## src/uart_fmt_defs.svh

```systemverilog
// Register offsets, field positions, reset values and codes for the UART format block.
`ifndef UART_FMT_DEFS_SVH
`define UART_FMT_DEFS_SVH
`define OFF_LINE_CTL  6'h00
`define OFF_FIFO_CTL  6'h04
`define OFF_IRQ_STAT  6'h08
`define OFF_ENH_FEAT  6'h0c
`define OFF_RX_LVL    6'h10
`define OFF_TX_LVL    6'h14
`define OFF_FLOW_LO   6'h18
`define OFF_FLOW_HI   6'h1c
`define OFF_TRIG_STAT 6'h20
`define RST_REG8      8'h00
`define RST_IRQ_STAT  8'h01
`define LC_DIV_BIT    7
`define LC_BRK_BIT    6
`define FC_EN_BIT     0
`define EF_XOFF_BIT   4
`define RX_TRIG_0     8'h08
`define RX_TRIG_1     8'h10
`define RX_TRIG_2     8'h18
`define RX_TRIG_3     8'h1c
`define TX_TRIG_0     8'h10
`define TX_TRIG_1     8'h08
`define TX_TRIG_2     8'h18
`define TX_TRIG_3     8'h1e
`define CODE_NONE     6'h01
`define CODE_LINE     6'h06
`define CODE_RXDATA   6'h04
`define CODE_RXTMO    6'h0c
`define CODE_TXEMPTY  6'h02
`define CODE_MODEM    6'h00
`define CODE_XOFF     6'h10
`define CODE_CTSRTS   6'h20
`define RESP_OKAY     2'h0
`define RESP_SLVERR   2'h2
`endif

```

## src/uart_fmt_pkg.sv

```systemverilog
// Types shared by the UART interrupt priority and line format block.
package uart_fmt_pkg;
  typedef enum logic [7:0] {
    SRC_NONE    = 8'h01,
    SRC_LINE    = 8'h02,
    SRC_RXDATA  = 8'h04,
    SRC_RXTMO   = 8'h08,
    SRC_TXEMPTY = 8'h10,
    SRC_MODEM   = 8'h20,
    SRC_XOFF    = 8'h40,
    SRC_CTSRTS  = 8'h80
  } src_e;
  typedef enum logic [4:0] {
    PAR_NONE   = 5'h01,
    PAR_ODD    = 5'h02,
    PAR_EVEN   = 5'h04,
    PAR_FORCE1 = 5'h08,
    PAR_FORCE0 = 5'h10
  } parity_e;
  typedef struct packed {
    logic line_err;
    logic rx_data;
    logic rx_timeout;
    logic tx_empty;
    logic modem_change;
    logic xoff_match;
    logic xon_match;
    logic special_char;
    logic cts_rts_change;
  } irq_src_s;
  typedef struct packed {
    logic [3:0] data_bits;
    logic [2:0] stop_halves;
    parity_e    parity;
    logic       brk;
    logic       div_access;
    logic       fifo_en;
  } line_fmt_s;
endpackage

```

## src/uart_fmt.sv

```systemverilog
// Interrupt priority encoder and line format controls behind an AXI4-Lite slave.
`timescale 1ns/1ps
`include "uart_fmt_defs.svh"
// How it works
// - Fifo_control bits 7:6 pick receive trigger 8, 16, 24 or 28 bytes.
// - Fifo_control bits 5:4 pick transmit trigger 16, 8, 24 or 30 bytes.
// - Any nonzero level or flow threshold register makes both triggers come from levels.
// - Status read shows only the latched source; the highest still pending appears after servicing.
// - A pending unserviced source blocks every other source from the status code.
// - Receiver line status error is top priority, code 000110.
// - Received data available is priority two, code 000100.
// - Receive time-out is priority two, code 001100.
// - Transmit holding empty is priority three 000010; modem change priority four 000000.
// - Xoff or special character detect is priority five, code 010000.
// - CTS or RTS change is lowest priority six, code 100000.
// - Bits 5:4 work only with enhanced bit 4; Xoff flag holds until Xon.
// - Status bits 7:6 read ones with FIFOs enabled, zeros otherwise.
// - Status bit 0 is zero while pending, one when idle and after reset.
// - Line_control bit 7 drives the divisor latch access output; resets to zero.
// - Line_control bit 6 holds transmit output low until software clears it.
// - Line_control bits 5:3 choose none, odd, even, forced-one or forced-zero parity.
// - Bit 2 clear gives one stop bit, else 1.5 for 5-bit, 2 otherwise.
// - Line_control bits 1:0 give 5, 6, 7 or 8 data bits.
// - Fifo_control bit 0 enables both FIFOs; zero after reset means non-FIFO mode.
module uart_fmt (
  input  wire logic                   aclk,
  input  wire logic                   aresetn,
  input  wire logic [5:0]             s_axi_awaddr,
  input  wire logic                   s_axi_awvalid,
  output logic                        s_axi_awready,
  input  wire logic [31:0]            s_axi_wdata,
  input  wire logic [3:0]             s_axi_wstrb,
  input  wire logic                   s_axi_wvalid,
  output logic                        s_axi_wready,
  output logic [1:0]                  s_axi_bresp,
  output logic                        s_axi_bvalid,
  input  wire logic                   s_axi_bready,
  input  wire logic [5:0]             s_axi_araddr,
  input  wire logic                   s_axi_arvalid,
  output logic                        s_axi_arready,
  output logic [31:0]                 s_axi_rdata,
  output logic [1:0]                  s_axi_rresp,
  output logic                        s_axi_rvalid,
  input  wire logic                   s_axi_rready,
  input  wire uart_fmt_pkg::irq_src_s irq_src,
  input  wire logic                   tx_serial_in,
  output logic                        tx_serial_out,
  output uart_fmt_pkg::line_fmt_s     line_fmt,
  output logic [7:0]                  rx_trigger,
  output logic [7:0]                  tx_trigger,
  output logic                        irq_pending,
  output logic                        xoff_held
);

  typedef struct packed {
    logic [7:0]              line_ctl;
    logic [7:0]              fifo_ctl;
    logic [7:0]              enh_feat;
    logic [7:0]              rx_lvl;
    logic [7:0]              tx_lvl;
    logic [7:0]              flow_lo;
    logic [7:0]              flow_hi;
    logic [7:0]              irq_stat;
    logic                    pend;
    uart_fmt_pkg::src_e      cur;
    logic                    xoff;
    logic                    aw_got;
    logic [5:0]              waddr;
    logic                    w_got;
    logic [7:0]              wbyte;
    logic                    wlane0;
    logic                    awready;
    logic                    wready;
    logic                    bvalid;
    logic [1:0]              bresp;
    logic                    arready;
    logic                    rvalid;
    logic [31:0]             rdata;
    logic [1:0]              rresp;
    logic                    tx;
    logic [7:0]              rx_trig;
    logic [7:0]              tx_trig;
    uart_fmt_pkg::line_fmt_s fmt;
  } state_s;

  state_s s_r;
  state_s s_nxt;

  function automatic logic [5:0] src_code(input uart_fmt_pkg::src_e src);
    case (src)
      uart_fmt_pkg::SRC_LINE:    src_code = `CODE_LINE;
      uart_fmt_pkg::SRC_RXDATA:  src_code = `CODE_RXDATA;
      uart_fmt_pkg::SRC_RXTMO:   src_code = `CODE_RXTMO;
      uart_fmt_pkg::SRC_TXEMPTY: src_code = `CODE_TXEMPTY;
      uart_fmt_pkg::SRC_MODEM:   src_code = `CODE_MODEM;
      uart_fmt_pkg::SRC_XOFF:    src_code = `CODE_XOFF;
      uart_fmt_pkg::SRC_CTSRTS:  src_code = `CODE_CTSRTS;
      default:                   src_code = `CODE_NONE;
    endcase
  endfunction

  logic [7:0] act;
  logic       ext_en;
  logic       wr_go;
  logic [7:0] fc_new;
  logic [7:0] rx_pick;
  logic [7:0] tx_pick;
  logic [5:0] word_addr;
  logic [7:0] rd_byte;
  logic       rd_hit;

  // Both tables see the byte being written, so the triggers move in the edge the write lands.
  trig_pick #(
    .LVL0 (`RX_TRIG_0),
    .LVL1 (`RX_TRIG_1),
    .LVL2 (`RX_TRIG_2),
    .LVL3 (`RX_TRIG_3)
  ) trig_pick_rx (
    .code  (fc_new[7:6]),
    .level (rx_pick)
  );

  trig_pick #(
    .LVL0 (`TX_TRIG_0),
    .LVL1 (`TX_TRIG_1),
    .LVL2 (`TX_TRIG_2),
    .LVL3 (`TX_TRIG_3)
  ) trig_pick_tx (
    .code  (fc_new[5:4]),
    .level (tx_pick)
  );

  always_comb begin
    ext_en = s_r.enh_feat[`EF_XOFF_BIT];
    // The level 5 and 6 sources exist only while the enhanced bit is set.
    act = {ext_en & irq_src.cts_rts_change,
           ext_en & (s_r.xoff | irq_src.special_char),
           irq_src.modem_change,
           irq_src.tx_empty,
           irq_src.rx_timeout,
           irq_src.rx_data,
           irq_src.line_err,
           1'b0};
    // Address and data may come in either order; the write lands once both are held.
    wr_go = s_r.aw_got && s_r.w_got && !s_r.bvalid;
    fc_new = s_r.fifo_ctl;
    if (wr_go && s_r.wlane0 && (s_r.waddr == `OFF_FIFO_CTL)) begin
      fc_new = s_r.wbyte;
    end
    word_addr = {s_axi_araddr[5:2], 2'b00};
    rd_hit = 1'b1;
    case (word_addr)
      `OFF_LINE_CTL:  rd_byte = s_r.line_ctl;
      `OFF_FIFO_CTL:  rd_byte = s_r.fifo_ctl;
      `OFF_IRQ_STAT:  rd_byte = s_r.irq_stat;
      `OFF_ENH_FEAT:  rd_byte = s_r.enh_feat;
      `OFF_RX_LVL:    rd_byte = s_r.rx_lvl;
      `OFF_TX_LVL:    rd_byte = s_r.tx_lvl;
      `OFF_FLOW_LO:   rd_byte = s_r.flow_lo;
      `OFF_FLOW_HI:   rd_byte = s_r.flow_hi;
      `OFF_TRIG_STAT: rd_byte = s_r.rx_trig;
      default: begin
        rd_byte = 8'h00;
        rd_hit = 1'b0;
      end
    endcase
  end

  always_comb begin
    s_nxt = s_r;
    // Write address and data are captured independently, in either order.
    if (s_axi_awvalid && s_r.awready) begin
      s_nxt.aw_got = 1'b1;
      s_nxt.waddr = {s_axi_awaddr[5:2], 2'b00};
    end
    if (s_axi_wvalid && s_r.wready) begin
      s_nxt.w_got = 1'b1;
      s_nxt.wbyte = s_axi_wdata[7:0];
      s_nxt.wlane0 = s_axi_wstrb[0];
    end
    if (s_r.bvalid && s_axi_bready) begin
      s_nxt.bvalid = 1'b0;
    end
    if (wr_go) begin
      s_nxt.aw_got = 1'b0;
      s_nxt.w_got = 1'b0;
      s_nxt.bvalid = 1'b1;
      s_nxt.bresp = `RESP_OKAY;
      case (s_r.waddr)
        `OFF_LINE_CTL: if (s_r.wlane0) s_nxt.line_ctl = s_r.wbyte;
        `OFF_FIFO_CTL: if (s_r.wlane0) s_nxt.fifo_ctl = s_r.wbyte;
        `OFF_ENH_FEAT: if (s_r.wlane0) s_nxt.enh_feat = s_r.wbyte;
        `OFF_RX_LVL:   if (s_r.wlane0) s_nxt.rx_lvl = s_r.wbyte;
        `OFF_TX_LVL:   if (s_r.wlane0) s_nxt.tx_lvl = s_r.wbyte;
        `OFF_FLOW_LO:  if (s_r.wlane0) s_nxt.flow_lo = s_r.wbyte;
        `OFF_FLOW_HI:  if (s_r.wlane0) s_nxt.flow_hi = s_r.wbyte;
        `OFF_IRQ_STAT, `OFF_TRIG_STAT: s_nxt.bresp = `RESP_OKAY;
        default:       s_nxt.bresp = `RESP_SLVERR;
      endcase
    end
    s_nxt.awready = !s_nxt.aw_got && !s_nxt.bvalid;
    s_nxt.wready = !s_nxt.w_got && !s_nxt.bvalid;

    if (s_r.rvalid && s_axi_rready) begin
      s_nxt.rvalid = 1'b0;
    end
    if (s_axi_arvalid && s_r.arready) begin
      s_nxt.rvalid = 1'b1;
      s_nxt.rresp = rd_hit ? `RESP_OKAY : `RESP_SLVERR;
      if (word_addr == `OFF_TRIG_STAT) begin
        s_nxt.rdata = {16'h0000, s_r.tx_trig, s_r.rx_trig};
      end else begin
        s_nxt.rdata = {24'h000000, rd_byte};
      end
    end
    s_nxt.arready = !s_nxt.rvalid;

    // Set beats clear, so an Xoff arriving with an Xon is kept.
    if (irq_src.xon_match) s_nxt.xoff = 1'b0;
    if (irq_src.xoff_match && ext_en) s_nxt.xoff = 1'b1;

    // The latched source is held until its own cause goes away, so a
    // handler never sees the code change under it mid-service.
    if ((s_r.cur & act) == 8'h00) begin
      if (act[1])      s_nxt.cur = uart_fmt_pkg::SRC_LINE;
      else if (act[2]) s_nxt.cur = uart_fmt_pkg::SRC_RXDATA;
      else if (act[3]) s_nxt.cur = uart_fmt_pkg::SRC_RXTMO;
      else if (act[4]) s_nxt.cur = uart_fmt_pkg::SRC_TXEMPTY;
      else if (act[5]) s_nxt.cur = uart_fmt_pkg::SRC_MODEM;
      else if (act[6]) s_nxt.cur = uart_fmt_pkg::SRC_XOFF;
      else if (act[7]) s_nxt.cur = uart_fmt_pkg::SRC_CTSRTS;
      else             s_nxt.cur = uart_fmt_pkg::SRC_NONE;
    end
    s_nxt.irq_stat = {s_nxt.fifo_ctl[`FC_EN_BIT] ? 2'b11 : 2'b00,
                      src_code(s_nxt.cur)};
    // The pin has its own flop rather than an inverter behind the status byte.
    s_nxt.pend = !s_nxt.irq_stat[0];

    s_nxt.rx_trig = rx_pick;
    s_nxt.tx_trig = tx_pick;
    // The override looks at the new level values so it lands with the write that sets them.
    if (|{s_nxt.rx_lvl, s_nxt.tx_lvl, s_nxt.flow_lo, s_nxt.flow_hi}) begin
      s_nxt.rx_trig = s_nxt.rx_lvl;
      s_nxt.tx_trig = s_nxt.tx_lvl;
    end

    s_nxt.fmt.data_bits = 4'd5 + {2'b00, s_nxt.line_ctl[1:0]};
    if (!s_nxt.line_ctl[2]) begin
      s_nxt.fmt.stop_halves = 3'd2;
    end else if (s_nxt.line_ctl[1:0] == 2'b00) begin
      s_nxt.fmt.stop_halves = 3'd3;
    end else begin
      s_nxt.fmt.stop_halves = 3'd4;
    end
    case (s_nxt.line_ctl[5:3])
      3'b001:  s_nxt.fmt.parity = uart_fmt_pkg::PAR_ODD;
      3'b011:  s_nxt.fmt.parity = uart_fmt_pkg::PAR_EVEN;
      3'b101:  s_nxt.fmt.parity = uart_fmt_pkg::PAR_FORCE1;
      3'b111:  s_nxt.fmt.parity = uart_fmt_pkg::PAR_FORCE0;
      default: s_nxt.fmt.parity = uart_fmt_pkg::PAR_NONE;
    endcase
    s_nxt.fmt.brk = s_nxt.line_ctl[`LC_BRK_BIT];
    s_nxt.fmt.div_access = s_nxt.line_ctl[`LC_DIV_BIT];
    s_nxt.fmt.fifo_en = s_nxt.fifo_ctl[`FC_EN_BIT];
    // Break overrides the serializer, whatever state it is in.
    s_nxt.tx = s_nxt.line_ctl[`LC_BRK_BIT] ? 1'b0 : tx_serial_in;
  end

  always_ff @(posedge aclk) begin
    if (!aresetn) begin
      s_r <= '0;
      s_r.line_ctl <= `RST_REG8;
      s_r.fifo_ctl <= `RST_REG8;
      s_r.enh_feat <= `RST_REG8;
      s_r.rx_lvl <= `RST_REG8;
      s_r.tx_lvl <= `RST_REG8;
      s_r.flow_lo <= `RST_REG8;
      s_r.flow_hi <= `RST_REG8;
      s_r.irq_stat <= `RST_IRQ_STAT;
      s_r.pend <= 1'b0;
      s_r.cur <= uart_fmt_pkg::SRC_NONE;
      s_r.tx <= 1'b1;
      s_r.rx_trig <= `RX_TRIG_0;
      s_r.tx_trig <= `TX_TRIG_0;
      s_r.fmt.data_bits <= 4'd5;
      s_r.fmt.stop_halves <= 3'd2;
      s_r.fmt.parity <= uart_fmt_pkg::PAR_NONE;
    end else begin
      s_r <= s_nxt;
    end
  end

  assign s_axi_awready = s_r.awready;
  assign s_axi_wready = s_r.wready;
  assign s_axi_bvalid = s_r.bvalid;
  assign s_axi_bresp = s_r.bresp;
  assign s_axi_arready = s_r.arready;
  assign s_axi_rvalid = s_r.rvalid;
  assign s_axi_rdata = s_r.rdata;
  assign s_axi_rresp = s_r.rresp;
  assign tx_serial_out = s_r.tx;
  assign line_fmt = s_r.fmt;
  assign rx_trigger = s_r.rx_trig;
  assign tx_trigger = s_r.tx_trig;
  assign irq_pending = s_r.pend;
  assign xoff_held = s_r.xoff;

endmodule

// Picks one of four trigger levels by a two-bit code.
module trig_pick #(
  parameter logic [7:0] LVL0 = `RX_TRIG_0,
  parameter logic [7:0] LVL1 = `RX_TRIG_1,
  parameter logic [7:0] LVL2 = `RX_TRIG_2,
  parameter logic [7:0] LVL3 = `RX_TRIG_3
) (
  input  wire logic [1:0] code,
  output logic      [7:0] level
);

  always_comb begin
    case (code)
      2'b00:   level = LVL0;
      2'b01:   level = LVL1;
      2'b10:   level = LVL2;
      default: level = LVL3;
    endcase
  end

endmodule

```

## config.mk

```make
export PLATFORM = sky130hd
export DESIGN_NAME = uart_fmt
export DESIGN_NICKNAME = d
export VERILOG_FILES = /design/src/uart_fmt_pkg.sv /design/src/uart_fmt.sv
export VERILOG_INCLUDE_DIRS = /design/src
export SDC_FILE = /design/constraint.sdc
export NUM_CORES = 1
export LEC_CHECK = 0
export BUFFER_PORTS_ARGS = -buffer_cell sky130_fd_sc_hd__buf_4
export CORE_MARGIN = 2
export CORE_UTILIZATION = 45
export CTS_CLUSTER_DIAMETER = 120
export DETAILED_ROUTE_END_ITERATION = 8
export GPL_ROUTABILITY_DRIVEN = 0
export PLACE_DENSITY = 0.76
export SLEW_MARGIN = 10
export SYNTH_ARGS = -nofsm -noshare
export SYNTH_HDL_FRONTEND = slang
export SYNTH_SLANG_ARGS = --single-unit
```

## constraint.sdc

```tcl
create_clock -name aclk -period 4.15 [get_ports aclk]
set_input_delay 0.415 -clock aclk [delete_from_list [all_inputs] [get_ports aclk]]
set_output_delay 0.415 -clock aclk [all_outputs]
set_load 0.02 [all_outputs]
```

# ---- Word level (Yosys, flattened, before mapping)
# Cells that the tools add are included.
dict set report word_totals {
  word_cells 147
  register_bits 161
  out_inout_bits 75
  inputBits 65
}
dict set report classes {
  n_reduce_logical 31
  addsub 1
  muxes 47
  eq_ne 31
  n_bitwise 4
}
# cell count
set ops {}
lappend ops {{two-way mux 8 bit} 23}
lappend ops {{one-hot mux 8 bit (8 select lines)} 1}
lappend ops {{two-way mux 56 bit} 1}
lappend ops {{one-hot mux 6 bit (7 select lines)} 1}
lappend ops {{two-way mux 35 bit} 1}
lappend ops {{== test 4 x 3 -> 1 bit (second input constant)} 8}
lappend ops {{two-way mux 16 bit} 2}
lappend ops {{OR reduction 32 bit} 1}
lappend ops {{one-hot mux 5 bit (3 select lines)} 2}
lappend ops {{one-hot mux 5 bit (4 select lines)} 1}
lappend ops {{OR reduction 9 bit} 2}
lappend ops {{== test 4 x 2 -> 1 bit (second input constant)} 4}
lappend ops {{logical AND 1 bit} 12}
lappend ops {{two-way mux 10 bit} 1}
lappend ops {{bitwise AND 8 bit} 1}
lappend ops {{== test 4 x 1 -> 1 bit (second input constant)} 2}
lappend ops {{== test 4 bit (second input constant)} 2}
lappend ops {{== test 8 x 2 -> 1 bit (second input constant)} 1}
lappend ops {{== test 8 x 3 -> 1 bit (second input constant)} 1}
lappend ops {{== test 8 x 4 -> 1 bit (second input constant)} 1}
lappend ops {{== test 8 x 5 -> 1 bit (second input constant)} 1}
lappend ops {{== test 8 x 6 -> 1 bit (second input constant)} 1}
lappend ops {{== test 8 x 7 -> 1 bit (second input constant)} 1}
lappend ops {{== test 8 bit (second input constant)} 1}
lappend ops {{other kinds (20)} 42}

# ---- Depth between registers and ports, before layout
dict set report logic_depth {
  ltp_word 12
  depth_mapped 9
  depth_no_buf 7
}

# ---- By module
# Synthesis repeated with hierarchy kept, for this count alone.
dict set report hier_totals {
  cells_unflattened 754
  area_unflattened_um2 6720.2
}
# module n_inst seq_area_each_um2 cells_per_inst area_each_um2
set modules_own_cells {}
lappend modules_own_cells {uart_fmt 1 2782.7 736 6597.6}
lappend modules_own_cells {trig_pick 2 0.0 9 61.3}

# ---- Least setup slack after synthesis
# Ideal clock, no wire load.
dict set report synth_timing {
  path_kind {reg2reg}
  from {register s_r, in the netlist s_axi_bvalid}
  to {register s_r, in the netlist line_fmt[9]}
  arrival_time_ns 1.996
  synth_period_minus_slack_ns 2.130
  setup_slack_ns 2.020
  setup_time_ns 0.134
  path_stages_with_launch 8
  required_ns 4.016
  n_path_buf 2
  path_cell_list {dfxtp_1 -> and3b_1 -> buf_2 -> nand3_1 -> clkbuf_1 -> mux2i_1 -> ha_1 -> or3_1}
}
dict set report synth_via {
  elab_chain_cells 5
  word_cells_on_any_way 6
  cone_classes {mux (2); reduce/logical (4)}
}
# element line_no
set synth_rtl {}
lappend synth_rtl {{start: declaration} uart_fmt.sv:86} ;# state_s s_r;
lappend synth_rtl {{start signal: assignment} uart_fmt.sv:289} ;# s_r <= s_nxt;
lappend synth_rtl {{zero test 1 bit (*)} uart_fmt.sv:145} ;# wr_go = s_r.aw_got && s_r.w_got && !s_r.bvalid;
lappend synth_rtl {{logical AND 1 bit (*)} uart_fmt.sv:145}
lappend synth_rtl {{two-way mux 56 bit (*)} uart_fmt.sv:184} ;# if (wr_go) begin
lappend synth_rtl {{zero test 2 bit} uart_fmt.sv:250} ;# end else if (s_nxt.line_ctl[1:0] == 2'b00) begin
lappend synth_rtl {{two-way mux 3 bit} uart_fmt.sv:250}
# Mark *: on every way between the ends. The rest lies on a longest branch, timed or not.
# A chain may end at the register's enable or synchronous reset.

# ---- Worst setup path in the final report
dict set report layout_timing {
  from {register s_r[82] in the netlist's numbering}
  to {register s_r, in the netlist tx_trigger[3]}
}
dict set report layout_via {
  elab_chain_cells 8
  word_cells_on_any_way 12
  cone_classes {eq/ne (2); mux (4); reduce/logical (6)}
}
# element line_no
set layout_rtl {}
lappend layout_rtl {{logical AND 1 bit (*) (2 in series)} uart_fmt.sv:145}
lappend layout_rtl {{logical AND 1 bit (2 in series)} uart_fmt.sv:147} ;# if (wr_go && s_r.wlane0 && (s_r.waddr == `OFF_FIFO_CTL)) begin
lappend layout_rtl {{two-way mux 8 bit} uart_fmt.sv:147}
lappend layout_rtl {{== test 2 bit (tied with other cells)} uart_fmt.sv:322} ;# case (code)
lappend layout_rtl {{one-hot mux 5 bit (3 select lines)} uart_fmt.sv:322}
lappend layout_rtl {{two-way mux 16 bit (*)} uart_fmt.sv:242} ;# if (|{s_nxt.rx_lvl, s_nxt.tx_lvl, s_nxt.flow_lo, s_nxt.flow_hi}) begin
# Marks and branches as above.

==> flow_summary.json <==
{
  "rsz0062_at_grt": "no",
  "synth_cells": 768,
  "initial_core_util": 0.4576,
  "met3_usage": 0.05349,
  "synth_compound_area_frac": 0.1539,
  "final_common_cell": "dfxtp_1",
  "rows": 44,
  "hold_path.class": "input port to register",
  "postRouteAntennaNets": 0,
  "clk_latency_ns": 0.43,
  "yosysWarnings": 0,
  "cp_slowest_stage_delay_ns": 0.55,
  "use_met1": 0.2837,
  "fin_setup_tns_ns": 0,
  "synthesis.area_um2": 6625,
  "grt_max_degree": 44,
  "drcViolationCount": 0,
  "synth_area_per_cell_um2": 8.626,
  "crit_chain": "and3b_1, nand3_1, mux2i_1, nand4_1, o31ai_1",
  "finalCriticalPeriod_ns": 2.636,
  "cts_buffers": 17,
  "start_kind": "register",
  "wire_per_inst_um": 16.82,
  "dr.pass1.iters": 7,
  "clock_skew_ns": 0.01073,
  "ir_drop_v": 0.0003041,
  "cts_resized": 0,
  "post-route-period-util": 0.6351,
  "wirelength_um": 16540,
  "drv_cap": 0,
  "drt_iter0_drc": 580,
  "slew_headroom": 0.3282,
  "final_area_um2": 7552,
  "setup_viol": 0,
  "ys_seq_area_frac": 0.4200,
  "place_ws_ns": 1.583,
  "fin_nets": 853,
  "chipHeight_um": 125.3,
  "clk_path_buf_depth": 2,
  "grt_pass1_wl_um": 26840,
  "cts_hold_buf": 0,
  "dieArea_um2": 15710,
  "drv_slew": 0,
  "ctsRootBufferMaster": "clkbuf_16",
  "post_cts_buffers": 0,
  "antenna_cells": 0,
  "antenna_found_initial": 0,
  "synthXorXnorAreaFrac": 0.005288,
  "synthSimpleGateAreaFrac": 0.2043,
  "drive_above_1_share": 0.1890,
  "cts_tree": "yes",
  "p_per_area_nw_per_um2": 421.0,
  "core-area_um2": 14480,
  "async_flop_share": 0,
  "dp_hpwl_um": 11510,
  "max_freq_ghz": 0.3794,
  "outcome": "completed",
  "num-fill-cells": 1336,
  "synth_fa_ha_area_frac": 0.003777,
  "vias": 5549,
  "pin_count": 140,
  "io_buffer_count": 90,
  "required_ns": 4.47,
  "final_core_util": 0.5216,
  "path_class": "register to register",
  "stdcell_count": 983,
  "dpl_cell_area_um2": 6944,
  "post-place-cells": 951,
  "critPathMaxFanout": 13,
  "p_leak_uw": 0.003179,
  "worstMarginPinSlew_ns": 1.005,
  "path_clk_slew_ns": 0.06,
  "grt_pass1_vias": 5154,
  "grt_use_total": 0.2135,
  "synth_top_family_by_area": "simple AND/OR/NAND/NOR gates",
  "area_growth_pct": 13.99,
  "htree_levels": 4,
  "final.setup.worst_slack_ns": 1.514,
  "synth_edf_count": 0,
  "cp.arrival_ns": 2.96,
  "ys_types": 70,
  "final_cell_mix": "139 x dfxtp_1, 102 x nor2_1, 95 x buf_4, 64 x nand2_1, 50 x mux2i_1",
  "end_kind": "register",
  "synth.area.mux_share": 0.09424,
  "busiest_layer": "met2",
  "slowest_stage": "nand3_1",
  "die_w_um": 125.3,
  "finalHoldViolations": 0,
  "synth_ff_type": "dfxtp_1",
  "via_per_inst": 5.645,
  "gr-total-overflow": 0,
  "ys_seq_elements": 139,
  "clock-sinks": 139,
  "use_met2": 0.3354,
  "worst-path-buf-inv": 0,
  "cp_top_family": "simple AND/OR/NAND/NOR gates"
}
per-stage QoR:
stage	hold slack [ns]	power, uW
finish	0.1863	3179
global route	0.1843	3286
CTS	0.1810	3196
detailed placement	0.4556	1643
global placement	0.4439	1643
floorplan	0.4322	1579
path summary, 6_finish.rpt:
kind / from / end / slack (ns) / cells after the start
setup / recovery: s_r[82]$_SDFF_PN0_ / tx_trigger[3]$_SDFF_PN0_ / 1.51 / 5
hold / removal: tx_serial_in / tx_serial_out$_SDFF_PN1_ / 0.19 / 2
setup reg to reg: s_r[82]$_SDFF_PN0_ / tx_trigger[3]$_SDFF_PN0_ / 1.51 / 5
hold reg to reg: s_axi_bresp[1]$_SDFFE_PN0P_ / s_axi_bresp[1]$_SDFFE_PN0P_ / 0.46 / 2
area by class of cell:
type	count	area [um2]	share of cell area
Tap cell	184	230.2	0.03048
Sequential cell	139	2783	0.3685
Inverter	23	86.33	0.01143
Timing Repair Buffer	95	713.2	0.09443
Clock inverter	13	165.2	0.02187
Multi-Input combinational cell	510	3132	0.4147
Clock buffer	19	442.9	0.05865
synthesized netlist by cell type (3+ instances only):
cell type    n  area share
a211oi_1     5      0.0057
a21oi_1     49       0.037
a221oi_1     7      0.0093
a222oi_1     4      0.0060
a22o_1       4      0.0053
a22oi_1     13       0.015
a31oi_1      9      0.0085
a32oi_1      3      0.0040
and2_1       9      0.0085
and3_1      11       0.010
buf_1        5      0.0028
buf_2        6      0.0045
buf_4       68       0.077
clkbuf_1    33       0.019
dfxtp_1    139        0.42
inv_1       23       0.013
mux2_2       9       0.015
mux2i_1     50       0.076
nand2_1     64       0.036
nand2b_1    11       0.010
nand3_1     23       0.017
nand3b_1     5      0.0057
nand4_1      3      0.0028
nor2_1     102       0.058
nor2b_1      7      0.0066
nor3_1      17       0.013
nor4_1       7      0.0066
o211ai_1     3      0.0034
o21ai_0     13      0.0098
o22ai_1      4      0.0038
o31ai_1      7      0.0079
or3_1        4      0.0038
xor2_1       4      0.0053
logic make-up (layout without fill, tap and decap cells):
kind of cell | Yosys count | in the layout
buf+inv | 136 | 150
simple gates | 280 | 280
xor+xnor | 4 | 4
flops | 139 | 139
mux | 60 | 60
compound gates | 146 | 146
other cells | 1 | 18
fa+ha+maj | 2 | 2
flip-flops by register name, summed over array words and instances, names as in the netlist:
signal / cells
ext_en: 1
irq_pending: 1
line_fmt: 12
rx_trigger: 8
s_axi_arready: 1
s_axi_awready: 1
s_axi_bresp: 1
s_axi_bvalid: 1
s_axi_rdata: 16
s_axi_rresp: 1
s_axi_rvalid: 1
s_axi_wready: 1
s_r: 84
tx_serial_out: 1
tx_trigger: 8
xoff_held: 1
routing by layer:
metal / up-vias / part of all wire
met5: - / 0
met4: 0 / 0.029
met3: 45 / 0.077
met2: 254 / 0.46
met1: 2589 / 0.43
li1: 2661 / -
where the power goes:
part	total [uW]	internal (uW)	switching [uW]	leakage (uW)
registers	1400	1360	36.9	0.00113
clock network	1560	965	596	0.000292
logic	222	80.0	142	0.00176
total	3180	2400	775	0.00318
Power figures use the tool's default switching activity.
